**config.mk**
```make
export PLATFORM = sky130hd
export DESIGN_NAME = psa_port
export DESIGN_NICKNAME = d
export VERILOG_FILES = /design/src/logic/psa_pkg.sv /design/src/logic/psa_stream_if.sv /design/src/logic/psa_port.sv /design/src/logic/psa_sync.sv /design/src/logic/psa_fifo.sv
export SDC_FILE = /design/constraint.sdc
export NUM_CORES = 1
export LEC_CHECK = 0
export BUFFER_PORTS_ARGS = -buffer_cell sky130_fd_sc_hd__clkbuf_2
export CORE_MARGIN = 10
export CORE_UTILIZATION = 45
export DETAILED_ROUTE_END_ITERATION = 16
export PLACE_DENSITY = 0.72
export SYNTH_ARGS = -nofsm -noshare
export SYNTH_HDL_FRONTEND = slang
export SYNTH_SLANG_ARGS = --single-unit
```
**constraint.sdc**
```tcl
create_clock -name SYS_CLK_IN -period 4.4 [get_ports SYS_CLK_IN]
set_input_delay 0.44 -clock SYS_CLK_IN [delete_from_list [all_inputs] [get_ports SYS_CLK_IN]]
set_output_delay 0.44 -clock SYS_CLK_IN [all_outputs]
set_load 0.02 [all_outputs]
```
**src/logic/psa_pkg.sv**
```systemverilog
package psa_pkg;
   // system clock and link rates
   localparam int SYS_CLK_HZ = 100_000_000;
   localparam int NUM_RATES = 5;
   localparam int BIT_RATE_HZ [NUM_RATES] = '{128_000, 256_000, 512_000, 1_024_000, 2_048_000};
   // half bit period in system cycles, rounded down
   localparam int HALF_CYC [NUM_RATES] = '{SYS_CLK_HZ / (2 * BIT_RATE_HZ[0]),
      SYS_CLK_HZ / (2 * BIT_RATE_HZ[1]), SYS_CLK_HZ / (2 * BIT_RATE_HZ[2]),
      SYS_CLK_HZ / (2 * BIT_RATE_HZ[3]), SYS_CLK_HZ / (2 * BIT_RATE_HZ[4])};
   localparam logic [2:0] RATE_MAX = 3'h4;

   // channel and word geometry
   localparam int NUM_CH = 3;
   localparam int SLOT_BITS = 16;
   localparam int SAMPLE_BITS = 13;
   localparam int LONG_SYNC_BITS = 3;
   localparam logic [8:0] MIN_FRAME_BITS = 9'h010;
   localparam int FIFO_DEPTH = 4;
   localparam int FIFO_W = 15;
   localparam logic [1:0] CH_NONE = 2'h3;

   // register byte offsets
   localparam logic [7:0] OFS_CTRL = 8'h00;
   localparam logic [7:0] OFS_SLOT = 8'h04;
   localparam logic [7:0] OFS_FMT = 8'h08;
   localparam logic [7:0] OFS_TXDATA = 8'h0C;
   localparam logic [7:0] OFS_STATUS = 8'h10;
   localparam logic [7:0] OFS_RX0 = 8'h14;
   localparam logic [7:0] OFS_RX1 = 8'h18;
   localparam logic [7:0] OFS_RX2 = 8'h1C;

   // control register fields
   localparam int CTRL_EN = 0;
   localparam int CTRL_MASTER = 1;
   localparam int CTRL_LONG = 2;
   localparam int CTRL_FS16 = 3;
   localparam int CTRL_RATE_LSB = 4;
   localparam logic [6:0] CTRL_RST = 7'h00;

   // slot register: per channel 4-bit slot number and an enable above it
   localparam int SLOT_FLD_W = 5;
   localparam int SLOT_EN_POS = 4;
   localparam logic [14:0] SLOT_RST = 15'h0000;

   // format register fields
   localparam int FMT_FILL_LSB = 0;
   localparam int FMT_FVAL_LSB = 2;
   localparam int FMT_LOWSP_LSB = 5;
   localparam int FMT_LSBF = 7;
   localparam logic [7:0] FMT_RST = 8'h60;

   // tx data register fields
   localparam int TXD_CH_LSB = 16;

   // status register fields
   localparam int STAT_RXV_LSB = 0;
   localparam int STAT_HOLD_LSB = 3;
   localparam int STAT_FULL = 6;
   localparam int STAT_EMPTY = 7;

   typedef enum logic [1:0] {FILL_ZERO, FILL_ONE, FILL_SIGN, FILL_PROG} psa_fill_e;
endpackage

```
**src/logic/psa_stream_if.sv**
```systemverilog
`timescale 1ns/1ps
interface psa_stream_if #(parameter int W = 8);
   logic valid;
   logic ready;
   logic [W-1:0] data;
   modport src (output valid, output data, input ready);
   modport snk (input valid, input data, output ready);
endinterface

```
**src/logic/psa_port.sv**
```systemverilog
// The Wishbone register port and the placing of the registers were left to the implementer.
`timescale 1ns/1ps
module psa_port (
   input wire logic SYS_CLK_IN,
   input wire logic RSTN_IN,
   input wire logic WB_CYC_IN,
   input wire logic WB_STB_IN,
   input wire logic WB_WE_IN,
   input wire logic [7:0] WB_ADR_IN,
   input wire logic [3:0] WB_SEL_IN,
   input wire logic [31:0] WB_DAT_IN,
   output logic [31:0] WB_DAT_OUT,
   output logic WB_ACK_OUT,
   input wire logic PCM_CLK_IN,
   output logic PCM_CLK_OUT,
   output logic PCM_CLK_OE_OUT,
   input wire logic PCM_SYNC_IN,
   output logic PCM_SYNC_OUT,
   output logic PCM_SYNC_OE_OUT,
   input wire logic PCM_DIN_IN,
   output logic PCM_DOUT_OUT,
   output logic PCM_DOUT_OE_OUT
);
   typedef psa_pkg::psa_fill_e psa_fill_e;

   // byte-lane merge for register writes
   function automatic logic [31:0] wmerge(input logic [31:0] old, input logic [31:0] d,
                                          input logic [3:0] sel);
      logic [31:0] r;
      r = old;
      for (int b = 0; b < 4; b++) begin
         if (sel[b]) begin
            r[8*b +: 8] = d[8*b +: 8];
         end
      end
      return r;
   endfunction

   // build the 16-bit slot word from a sample and the spare-bit fill
   function automatic logic [15:0] build_word(input logic [12:0] s, input logic [1:0] lowsp,
                                              input logic [1:0] mode, input logic [2:0] fval);
      logic [15:0] body;
      logic [15:0] mask;
      logic [15:0] fill;
      body = {3'h0, s} << lowsp;
      mask = 16'h1FFF << lowsp;
      unique case (psa_fill_e'(mode))
         psa_pkg::FILL_ZERO: fill = 16'h0000;
         psa_pkg::FILL_ONE: fill = 16'hFFFF;
         psa_pkg::FILL_SIGN: fill = {16{s[12]}};
         psa_pkg::FILL_PROG: fill = {fval, 10'h000, fval};
      endcase
      return (body & mask) | (fill & ~mask);
   endfunction

   logic [6:0] ctrl_r;
   logic [14:0] slot_r;
   logic [7:0] fmt_r;
   logic ack_r;
   logic [31:0] dat_r;
   logic [8:0] div_r;
   logic bclk_r;
   logic clk_lvl_prev_r;
   logic sync_prev_r;
   logic start_pend_r;
   logic [7:0] cnt_r;
   logic dout_r;
   logic dout_oe_r;
   logic sync_r;
   logic clk_oe_r;
   logic [15:0] rx_sh_r;
   logic [12:0] hold_r [psa_pkg::NUM_CH];
   logic [2:0] hold_full_r;
   logic [12:0] rxd_r [psa_pkg::NUM_CH];
   logic [2:0] rxv_r;
   logic [2:0] pin_q;

   psa_stream_if #(.W(psa_pkg::FIFO_W)) tx_wr_if ();
   psa_stream_if #(.W(psa_pkg::FIFO_W)) tx_rd_if ();

   // synchronised link pins: clock, sync, data
   psa_sync #(.W(3)) u_sync (
      .clk_in(SYS_CLK_IN),
      .rstn_in(RSTN_IN),
      .d_in({PCM_DIN_IN, PCM_SYNC_IN, PCM_CLK_IN}),
      .q_out(pin_q)
   );

   // four-word transmit sample queue between the bus and the slot holders
   psa_fifo #(.W(psa_pkg::FIFO_W), .D(psa_pkg::FIFO_DEPTH)) u_fifo (
      .clk_in(SYS_CLK_IN),
      .rstn_in(RSTN_IN),
      .wr(tx_wr_if),
      .rd(tx_rd_if)
   );

   // control fields
   wire en = ctrl_r[psa_pkg::CTRL_EN];
   wire master = ctrl_r[psa_pkg::CTRL_MASTER];
   wire long_sync = ctrl_r[psa_pkg::CTRL_LONG];
   wire fs16 = ctrl_r[psa_pkg::CTRL_FS16];
   wire [2:0] rate_raw = ctrl_r[psa_pkg::CTRL_RATE_LSB +: 3];
   wire [2:0] rate = (rate_raw > psa_pkg::RATE_MAX) ? psa_pkg::RATE_MAX : rate_raw;
   wire [1:0] fill_mode = fmt_r[psa_pkg::FMT_FILL_LSB +: 2];
   wire [2:0] fill_val = fmt_r[psa_pkg::FMT_FVAL_LSB +: 3];
   wire [1:0] lowsp = fmt_r[psa_pkg::FMT_LOWSP_LSB +: 2];
   wire lsbf = fmt_r[psa_pkg::FMT_LSBF];

   // frame length in bits: 16 per slot, slots scale with bit rate
   wire [8:0] fb_8k = psa_pkg::MIN_FRAME_BITS << rate;
   wire [8:0] fb_sel = (fs16 && rate != 3'h0) ? (fb_8k >> 1) : fb_8k;
   wire [7:0] last = 8'(fb_sel - 9'h001);

   // bus decode
   wire req = WB_CYC_IN & WB_STB_IN & ~ack_r;
   wire sel_ctrl = (WB_ADR_IN == psa_pkg::OFS_CTRL);
   wire sel_slot = (WB_ADR_IN == psa_pkg::OFS_SLOT);
   wire sel_fmt = (WB_ADR_IN == psa_pkg::OFS_FMT);
   wire sel_txd = (WB_ADR_IN == psa_pkg::OFS_TXDATA);
   wire sel_stat = (WB_ADR_IN == psa_pkg::OFS_STATUS);
   wire [2:0] sel_rx = {WB_ADR_IN == psa_pkg::OFS_RX2, WB_ADR_IN == psa_pkg::OFS_RX1,
                        WB_ADR_IN == psa_pkg::OFS_RX0};
   wire tx_push = req & WB_WE_IN & sel_txd;
   wire go = req & ~(tx_push & ~tx_wr_if.ready); // full queue stalls the bus
   wire wr = go & WB_WE_IN;
   wire [2:0] rx_rd = {3{go & ~WB_WE_IN}} & sel_rx;
   wire [31:0] wdat_ctrl = wmerge({25'h0, ctrl_r}, WB_DAT_IN, WB_SEL_IN);
   wire [31:0] wdat_slot = wmerge({17'h0, slot_r}, WB_DAT_IN, WB_SEL_IN);
   wire [31:0] wdat_fmt = wmerge({24'h0, fmt_r}, WB_DAT_IN, WB_SEL_IN);
   wire [31:0] status = {24'h0, ~tx_rd_if.valid, ~tx_wr_if.ready, hold_full_r, rxv_r};
   wire [31:0] rd_mux = sel_ctrl ? {25'h0, ctrl_r} :
                        sel_slot ? {17'h0, slot_r} :
                        sel_fmt ? {24'h0, fmt_r} :
                        sel_stat ? status :
                        sel_rx[0] ? {19'h0, rxd_r[0]} :
                        sel_rx[1] ? {19'h0, rxd_r[1]} :
                        sel_rx[2] ? {19'h0, rxd_r[2]} : 32'h0000_0000;

   assign tx_wr_if.valid = tx_push;
   assign tx_wr_if.data = {WB_DAT_IN[psa_pkg::TXD_CH_LSB +: 2], WB_DAT_IN[12:0]};

   // master bit clock divider
   wire [8:0] half = 9'(psa_pkg::HALF_CYC[rate]);
   wire tick = en & master & (div_r == half - 9'h001);
   wire rise_m = tick & ~bclk_r;
   wire fall_m = tick & bclk_r;

   // slave edges from the filtered clock level
   wire clk_lvl = pin_q[0];
   wire sync_lvl = pin_q[1];
   wire din = pin_q[2];
   wire rise_s = en & ~master & clk_lvl & ~clk_lvl_prev_r;
   wire fall_s = en & ~master & ~clk_lvl & clk_lvl_prev_r;
   wire rise = rise_m | rise_s;
   wire fall = fall_m | fall_s;

   // frame alignment: long sync starts in the bit now running
   wire resync = fall_s & long_sync & sync_lvl & ~sync_prev_r;
   wire short_seen = fall_s & ~long_sync & sync_lvl;
   wire [7:0] cnt_nxt = (start_pend_r || cnt_r == last) ? 8'h00 : cnt_r + 8'h01;
   wire [7:0] pos = resync ? 8'h00 : cnt_nxt;
   wire drive = rise | resync;

   // slot ownership for the bit about to start and the bit in progress
   logic [2:0] hit_pos;
   logic [2:0] hit_cur;
   for (genvar c = 0; c < psa_pkg::NUM_CH; c++) begin : g_hit
      wire [4:0] fld = slot_r[c*psa_pkg::SLOT_FLD_W +: psa_pkg::SLOT_FLD_W];
      assign hit_pos[c] = fld[psa_pkg::SLOT_EN_POS] & (fld[3:0] == pos[7:4]);
      assign hit_cur[c] = fld[psa_pkg::SLOT_EN_POS] & (fld[3:0] == cnt_r[7:4]);
   end
   wire [1:0] ch_pos = hit_pos[0] ? 2'h0 : hit_pos[1] ? 2'h1 : hit_pos[2] ? 2'h2 : psa_pkg::CH_NONE;
   wire [1:0] ch_cur = hit_cur[0] ? 2'h0 : hit_cur[1] ? 2'h1 : hit_cur[2] ? 2'h2 : psa_pkg::CH_NONE;
   wire own_pos = (ch_pos != psa_pkg::CH_NONE);
   wire own_cur = (ch_cur != psa_pkg::CH_NONE);
   wire last_bit = (cnt_r[3:0] == 4'hF);

   // transmit word and bit selection
   wire [12:0] tx_sample = (own_pos && hold_full_r[ch_pos]) ? hold_r[ch_pos] : 13'h0000;
   wire [15:0] tx_word = build_word(tx_sample, lowsp, fill_mode, fill_val);
   wire [3:0] tx_idx = lsbf ? pos[3:0] : 4'hF - pos[3:0];
   wire tx_bit = tx_word[tx_idx];

   // receive shift in the chosen bit order; spare bits drop out here
   wire [15:0] rx_word = lsbf ? {din, rx_sh_r[15:1]} : {rx_sh_r[14:0], din};
   wire [15:0] rx_shifted = rx_word >> lowsp;
   wire [12:0] rx_sample = rx_shifted[12:0];
   wire rx_done = fall & own_cur & last_bit;

   // queue head goes to its channel holder once that holder is free
   wire [1:0] head_ch = tx_rd_if.data[14:13];
   wire head_bad = (head_ch == psa_pkg::CH_NONE);
   assign tx_rd_if.ready = head_bad | ~hold_full_r[head_ch];
   wire pop = tx_rd_if.valid & tx_rd_if.ready & ~head_bad;

   // master sync level for the bit about to start
   wire sync_nxt = long_sync ? (pos < 8'(psa_pkg::LONG_SYNC_BITS)) : (pos == last);

   assign WB_ACK_OUT = ack_r;
   assign WB_DAT_OUT = dat_r;
   assign PCM_CLK_OUT = bclk_r;
   assign PCM_CLK_OE_OUT = clk_oe_r;
   assign PCM_SYNC_OUT = sync_r;
   assign PCM_SYNC_OE_OUT = clk_oe_r;
   assign PCM_DOUT_OUT = dout_r;
   assign PCM_DOUT_OE_OUT = dout_oe_r;

   // bus slave: one-cycle registered ack, read data latched with it
   always_ff @(posedge SYS_CLK_IN or negedge RSTN_IN) begin
      if (!RSTN_IN) begin
         ack_r <= 1'b0;
         dat_r <= 32'h0000_0000;
      end else begin
         ack_r <= go;
         if (go && !WB_WE_IN) begin
            dat_r <= rd_mux;
         end
      end
   end

   // configuration registers
   always_ff @(posedge SYS_CLK_IN or negedge RSTN_IN) begin
      if (!RSTN_IN) begin
         ctrl_r <= psa_pkg::CTRL_RST;
         slot_r <= psa_pkg::SLOT_RST;
         fmt_r <= psa_pkg::FMT_RST;
      end else begin
         if (wr && sel_ctrl) begin
            ctrl_r <= wdat_ctrl[6:0];
         end
         if (wr && sel_slot) begin
            slot_r <= wdat_slot[14:0];
         end
         if (wr && sel_fmt) begin
            fmt_r <= wdat_fmt[7:0];
         end
      end
   end

   // master bit clock generation
   always_ff @(posedge SYS_CLK_IN or negedge RSTN_IN) begin
      if (!RSTN_IN) begin
         div_r <= 9'h000;
         bclk_r <= 1'b0;
         clk_oe_r <= 1'b0;
      end else begin
         clk_oe_r <= en & master;
         if (!(en && master)) begin
            div_r <= 9'h000;
            bclk_r <= 1'b0;
         end else if (tick) begin
            div_r <= 9'h000;
            bclk_r <= ~bclk_r;
         end else begin
            div_r <= div_r + 9'h001;
         end
      end
   end

   // slot counter and frame alignment
   always_ff @(posedge SYS_CLK_IN or negedge RSTN_IN) begin
      if (!RSTN_IN) begin
         clk_lvl_prev_r <= 1'b0;
         sync_prev_r <= 1'b0;
         start_pend_r <= 1'b0;
         cnt_r <= 8'h00;
      end else begin
         clk_lvl_prev_r <= clk_lvl;
         if (!en) begin
            start_pend_r <= 1'b1; // first rise after enable opens bit zero
            cnt_r <= 8'h00;
         end else if (drive) begin
            cnt_r <= pos;
            start_pend_r <= 1'b0;
         end else if (short_seen) begin
            start_pend_r <= 1'b1;
         end
         if (fall_s) begin
            sync_prev_r <= sync_lvl;
         end
      end
   end

   // serial output, its enable and the master frame sync
   always_ff @(posedge SYS_CLK_IN or negedge RSTN_IN) begin
      if (!RSTN_IN) begin
         dout_r <= 1'b0;
         dout_oe_r <= 1'b0;
         sync_r <= 1'b0;
      end else begin
         if (!en) begin
            dout_oe_r <= 1'b0;
            sync_r <= 1'b0;
         end else if (drive) begin
            dout_r <= tx_bit;
            dout_oe_r <= own_pos;
         end else if (fall && own_cur && last_bit) begin
            dout_oe_r <= 1'b0;
         end
         if (rise_m) begin
            sync_r <= sync_nxt;
         end
      end
   end

   // receive shift register
   always_ff @(posedge SYS_CLK_IN or negedge RSTN_IN) begin
      if (!RSTN_IN) begin
         rx_sh_r <= 16'h0000;
      end else if (fall && own_cur) begin
         rx_sh_r <= rx_word;
      end
   end

   // per-channel transmit holders and receive samples
   for (genvar c = 0; c < psa_pkg::NUM_CH; c++) begin : g_ch
      always_ff @(posedge SYS_CLK_IN or negedge RSTN_IN) begin
         if (!RSTN_IN) begin
            hold_r[c] <= 13'h0000;
            hold_full_r[c] <= 1'b0;
            rxd_r[c] <= 13'h0000;
            rxv_r[c] <= 1'b0;
         end else begin
            if (pop && head_ch == 2'(c)) begin
               hold_r[c] <= tx_rd_if.data[12:0];
               hold_full_r[c] <= 1'b1;
            end else if (rx_done && ch_cur == 2'(c)) begin
               hold_full_r[c] <= 1'b0; // sample used in this slot
            end
            if (rx_done && ch_cur == 2'(c)) begin
               rxd_r[c] <= rx_sample;
               rxv_r[c] <= 1'b1; // new sample wins over a read in the same cycle
            end else if (rx_rd[c]) begin
               rxv_r[c] <= 1'b0;
            end
         end
      end
   end
endmodule // psa_port

```
**src/logic/psa_sync.sv**
```systemverilog
`timescale 1ns/1ps
module psa_sync #(parameter int W = 1) (
   input wire logic clk_in,
   input wire logic rstn_in,
   input wire logic [W-1:0] d_in,
   output logic [W-1:0] q_out
);
   logic [W-1:0] s1_r;
   logic [W-1:0] s2_r;
   logic [W-1:0] s3_r;
   logic [W-1:0] q_r;
   wire [W-1:0] agree = ~(s2_r ^ s3_r);
   wire [W-1:0] q_nxt = (agree & s2_r) | (~agree & q_r);

   assign q_out = q_r;

   // three-stage chain; level moves once stages two and three agree
   always_ff @(posedge clk_in or negedge rstn_in) begin
      if (!rstn_in) begin
         s1_r <= '0;
         s2_r <= '0;
         s3_r <= '0;
         q_r <= '0;
      end else begin
         s1_r <= d_in;
         s2_r <= s1_r;
         s3_r <= s2_r;
         q_r <= q_nxt;
      end
   end
endmodule // psa_sync

```
**src/logic/psa_fifo.sv**
```systemverilog
`timescale 1ns/1ps
module psa_fifo #(parameter int W = 8, parameter int D = 4) (
   input wire logic clk_in,
   input wire logic rstn_in,
   psa_stream_if.snk wr,
   psa_stream_if.src rd
);
   localparam int AW = $clog2(D);
   logic [W-1:0] mem_r [D];
   logic [AW-1:0] wp_r;
   logic [AW-1:0] rp_r;
   logic [AW:0] cnt_r;
   wire push = wr.valid & wr.ready;
   wire pop = rd.valid & rd.ready;
   wire [AW-1:0] wp_inc = (wp_r == AW'(D - 1)) ? '0 : wp_r + 1'b1;
   wire [AW-1:0] rp_inc = (rp_r == AW'(D - 1)) ? '0 : rp_r + 1'b1;

   // honest full and empty from the fill count
   assign wr.ready = (cnt_r != (AW + 1)'(D));
   assign rd.valid = (cnt_r != '0);
   assign rd.data = mem_r[rp_r];

   // storage, pointers and fill count
   always_ff @(posedge clk_in or negedge rstn_in) begin
      if (!rstn_in) begin
         wp_r <= '0;
         rp_r <= '0;
         cnt_r <= '0;
         for (int i = 0; i < D; i++) begin
            mem_r[i] <= '0;
         end
      end else begin
         if (push) begin
            mem_r[wp_r] <= wr.data;
            wp_r <= wp_inc;
         end
         if (pop) begin
            rp_r <= rp_inc;
         end
         cnt_r <= cnt_r + (AW + 1)'(push) - (AW + 1)'(pop);
      end
   end
endmodule // psa_fifo

```
==> flow_summary.ini <==
[pwr]
clkPwrFrac_pct = 46.2
power_density_mw_per_mm2 = 348
vdd_drop_max_uv = 271
power.internal_uw = 4060
totalPowerFinal_uw = 5340
comb_power_share_pct = 8.6
p_seq_share_pct = 45.2
switching_power_as_a_share_of_total_power_pct = 24.0
switch_pwr_uw = 1280
leak_uw = 0.00706

[clock_tree]
clock_tree.buffer_depth = 3
clock_tree_from_tritoncts = built
clk_root_buffer_cell = sky130_fd_sc_hd__clkbuf_16
cts.sink_count = 250
cts.reportedPaths.clkPinSlew_ns = 0.07
clk-insertion-delay-late_ns = 0.54
cts-buffers-inserted = 28
clock_tree.htree_level_count = 1

[detailed_routing]
detail_route.first_pass.iterations = 5
finalWirelength_um = 33700
dr.first_iter.drc_count = 837
detail_route.drc_violations = 0
postRouteAntennaNets = 0
drt-vias-per-instance = 5.86
routed-via-count = 9685
wl_cell_um = 20.4

[synthesis]
synthSimpleGateAreaFrac_pct = 10.4
distinct_cell_type_count_of_the_synthesized_netlist = 97
post_synth.cell_area_avg_um2 = 11.4
synth_compound_area_share_pct = 12.9
synth-seq-cells = 250
number_of_flops_mapped_to_enable_cells_by_yosys = 0
post_synth_instance_area_mm2 = 0.0133
ys_dominant_reg_cell = sky130_fd_sc_hd__dfrtp_1
synth_warnings = 0
synth-xor-area-share_pct = 2.81
async_flop_share_pct = 100
synth_seq_area_share_pct = 46.9
postSynthCellCount = 1172
largest_family_of_logic_cells_by_synthesized_area = multiplexers
post_synth_mux_area_share_pct = 21.4
synth-adder-area-share_pct = 1.60

[min_path]
holdCritPathClass = in2async

[sta]
timing.setup.tns_ns = 0
timing_worst_slew_pin_value_ns = 1.00
hold_slack_ns = -0.0566
min_period_over_period_pct = 97.1
setup_violation_total_in_the_final_timing_report = 0
fmaxAchievable_mhz = 234
slew_headroom_pct = 33.0
post-route-min-period_ns = 4.27
rsz0062_at_grt = no
setup_skew_after_layout_ns = 0.0147
timing_hold_violations_final = 26
report.final.slew_viol_count = 0

[die]
die_height_um = 192
fp.dieW_um = 192
core_area_mm2 = 0.0289
dieArea_mm2 = 0.0369
pin_count = 91
floorplan.rows = 62
initial_utilization_pct = 46.1

[final_layout]
most_frequent_standard_cell_in_the_layout_excluding_fill_and_tap_cells = sky130_fd_sc_hd__dfrtp_1
mostFrequentLayoutCells = 246 x sky130_fd_sc_hd__dfrtp_1, 180 x sky130_fd_sc_hd__mux2_2, 72 x sky130_fd_sc_hd__nor2_1
area_growth_pct = 15.1
drive_above_1_share_pct = 32.3
insertedDiodeCount = 0
final.fill_count = 2501
finish.instance_area_mm2 = 0.0153
final_nets = 1315

[grt]
grt_max_degree = 117
global_route.usage.total_pct = 18.2
first_global_vias = 9849
grt_first_pass_wirelength_um = 54500
residual_overflow_from_global_routing = 0
grt_antenna_before_repair = 0

[setup_path]
startpoint_type = flip-flop
criticalPathCategory = reg2reg
worst_ep_arrival_time_ns = 4.70
cp-end-kind = flip-flop
cp_max_fo = 10
crit_required_ns = 4.83

[placement]
i_o_buffers = 56
place_congestion = 0.931
place_area_mm2 = 0.0142
dp_hpwl_um = 24600

[job]
maxCapViolations = 0

[run_status]
failed_checks = negative hold slack
status = complete, but fails checks
==> worst max-delay path: stages (launching register included) <==
cell	delay, ns
sky130_fd_sc_hd__dfrtp_2	0.46
sky130_fd_sc_hd__nand2b_2	0.25
sky130_fd_sc_hd__ha_1	0.31
sky130_fd_sc_hd__a211o_1	0.34
sky130_fd_sc_hd__a21oi_4	0.18
sky130_fd_sc_hd__o31a_2	0.20
sky130_fd_sc_hd__o211ai_4	0.16
sky130_fd_sc_hd__o311a_1	0.42
sky130_fd_sc_hd__a22o_2	0.32
sky130_fd_sc_hd__buf_4	0.20
sky130_fd_sc_hd__a221o_1	0.29
sky130_fd_sc_hd__o211a_1	0.11
sky130_fd_sc_hd__or3_1	0.39
sky130_fd_sc_hd__a211oi_1	0.22
sky130_fd_sc_hd__o21ai_0	0.13
sky130_fd_sc_hd__o32a_1	0.17
==> cell usage after synthesis (all sizes together) (6+ instances only) <==
cell type | n | area (um2)
a211oi | 7 | 67.6
a21o | 6 | 45.0
a21oi | 44 | 224
a221oi | 17 | 155
a22o | 11 | 96.3
a22oi | 13 | 103
a31oi | 9 | 56.3
and2 | 9 | 58.8
and3 | 11 | 68.8
buf | 38 | 244
clkbuf | 44 | 165
dfrtp | 248 | 6210
ha | 13 | 163
inv | 28 | 105
mux2 | 180 | 2030
mux2i | 47 | 470
mux4 | 16 | 360
nand2 | 69 | 262
nand2b | 10 | 62.6
nand3 | 23 | 130
nor2 | 73 | 274
nor2b | 11 | 68.8
nor3 | 25 | 135
nor4 | 12 | 81.3
o211ai | 7 | 66.3
o21ai | 49 | 245
o22ai | 7 | 43.8
o31ai | 6 | 45.0
xnor2 | 24 | 225
xor2 | 17 | 149
==> final cells by class <==
cell class,instances,area (um2),share of cell area (%)
inverters,29,109,0.710
flip-flops and latches,250,6260,40.8
repair buffers,113,751,4.89
clock inverters,13,174,1.13
well taps,384,480,3.13
clock buffers,36,812,5.29
multi-input cells,827,6760,44.0
==> power groups by stage <==
stage	Combinational, uW	Sequential, uW	Clock, uW
2_1_floorplan	299	2430	0
4_1_cts	465	2410	2510
6_report	461	2410	2470
3_3_place_gp	447	2450	0
5_1_grt	509	2420	2620
3_5_place_dp	460	2460	0
==> layer usage <==
layer	share of wire (%)	wire (um)	GRT usage, %	vias up
met5	0	0	0	-
met4	2.8	928	5.28	0
met3	5.0	1670	2.43	77
met2	48	16200	30.4	274
met1	44	14900	24.2	4880
li1	-	-	-	4454
==> metrics by stage <==
| stage | util (%) | worst slack, ns | std cells |
|---|---|---|---|
| final | 53.0 | 0.127 | 1652 |
| after global routing | 53.0 | 0.00767 | 1652 |
| after CTS | 52.5 | 0.0316 | 1649 |
| after detailed placement | 48.9 | 0.0559 | 1597 |
| after global placement | 48.9 | 0.0726 | 1597 |
| after floorplan | - | 0.249 | 1188 |
==> registers in the layout (all words and copies together), names as in the netlist, 9 cells and up, named ones only <==
register / flops
rxd_r: 39
rx_sh_r: 16
u_fifo.mem_r: 60
WB_DAT_OUT: 15
div_r: 9
slot_r: 15
hold_r: 39
==> cell families after synthesis <==
| family | after synthesis |
|---|---|
| adders and majority gates | 17 |
| DFF | 250 |
| AOI/OAI and AO/OA | 234 |
| buffers and inverters | 111 |
| other | 1 |
| muxes | 243 |
| xor gates and xnor gates | 41 |
| and+or+nand+nor | 275 |
==> path summary, 6_finish.rpt <==
check / from / end / slack [ns] / cells past startpoint
worst max register to register: ctrl_r[6] / PCM_DOUT_OUT / 0.13 / 15
max in group asynchronous: RSTN_IN / u_fifo.rp_r[1] / 3.42 / 2
min in group SYS_CLK_IN: WB_DAT_IN[13] / slot_r[13] / 0.17 / 2
worst min register to register: u_sync.s1_r[0] / u_sync.s2_r[0] / 0.35 / 0
worst max-delay path: ctrl_r[6] / PCM_DOUT_OUT / 0.13 / 15
worst min-delay path: RSTN_IN / u_sync.s2_r[1] / -0.06 / 1
==> what timing repair did <==
action                                  in CTS  in global routing
hold buffers                                 3                  0
endpoints found under the setup margin       0                  1
hold endpoints to repair                     3                  0
buffers inserted                             0                  3
gates resized for setup                      0                 26
Power figures use the tool's default switching activity.
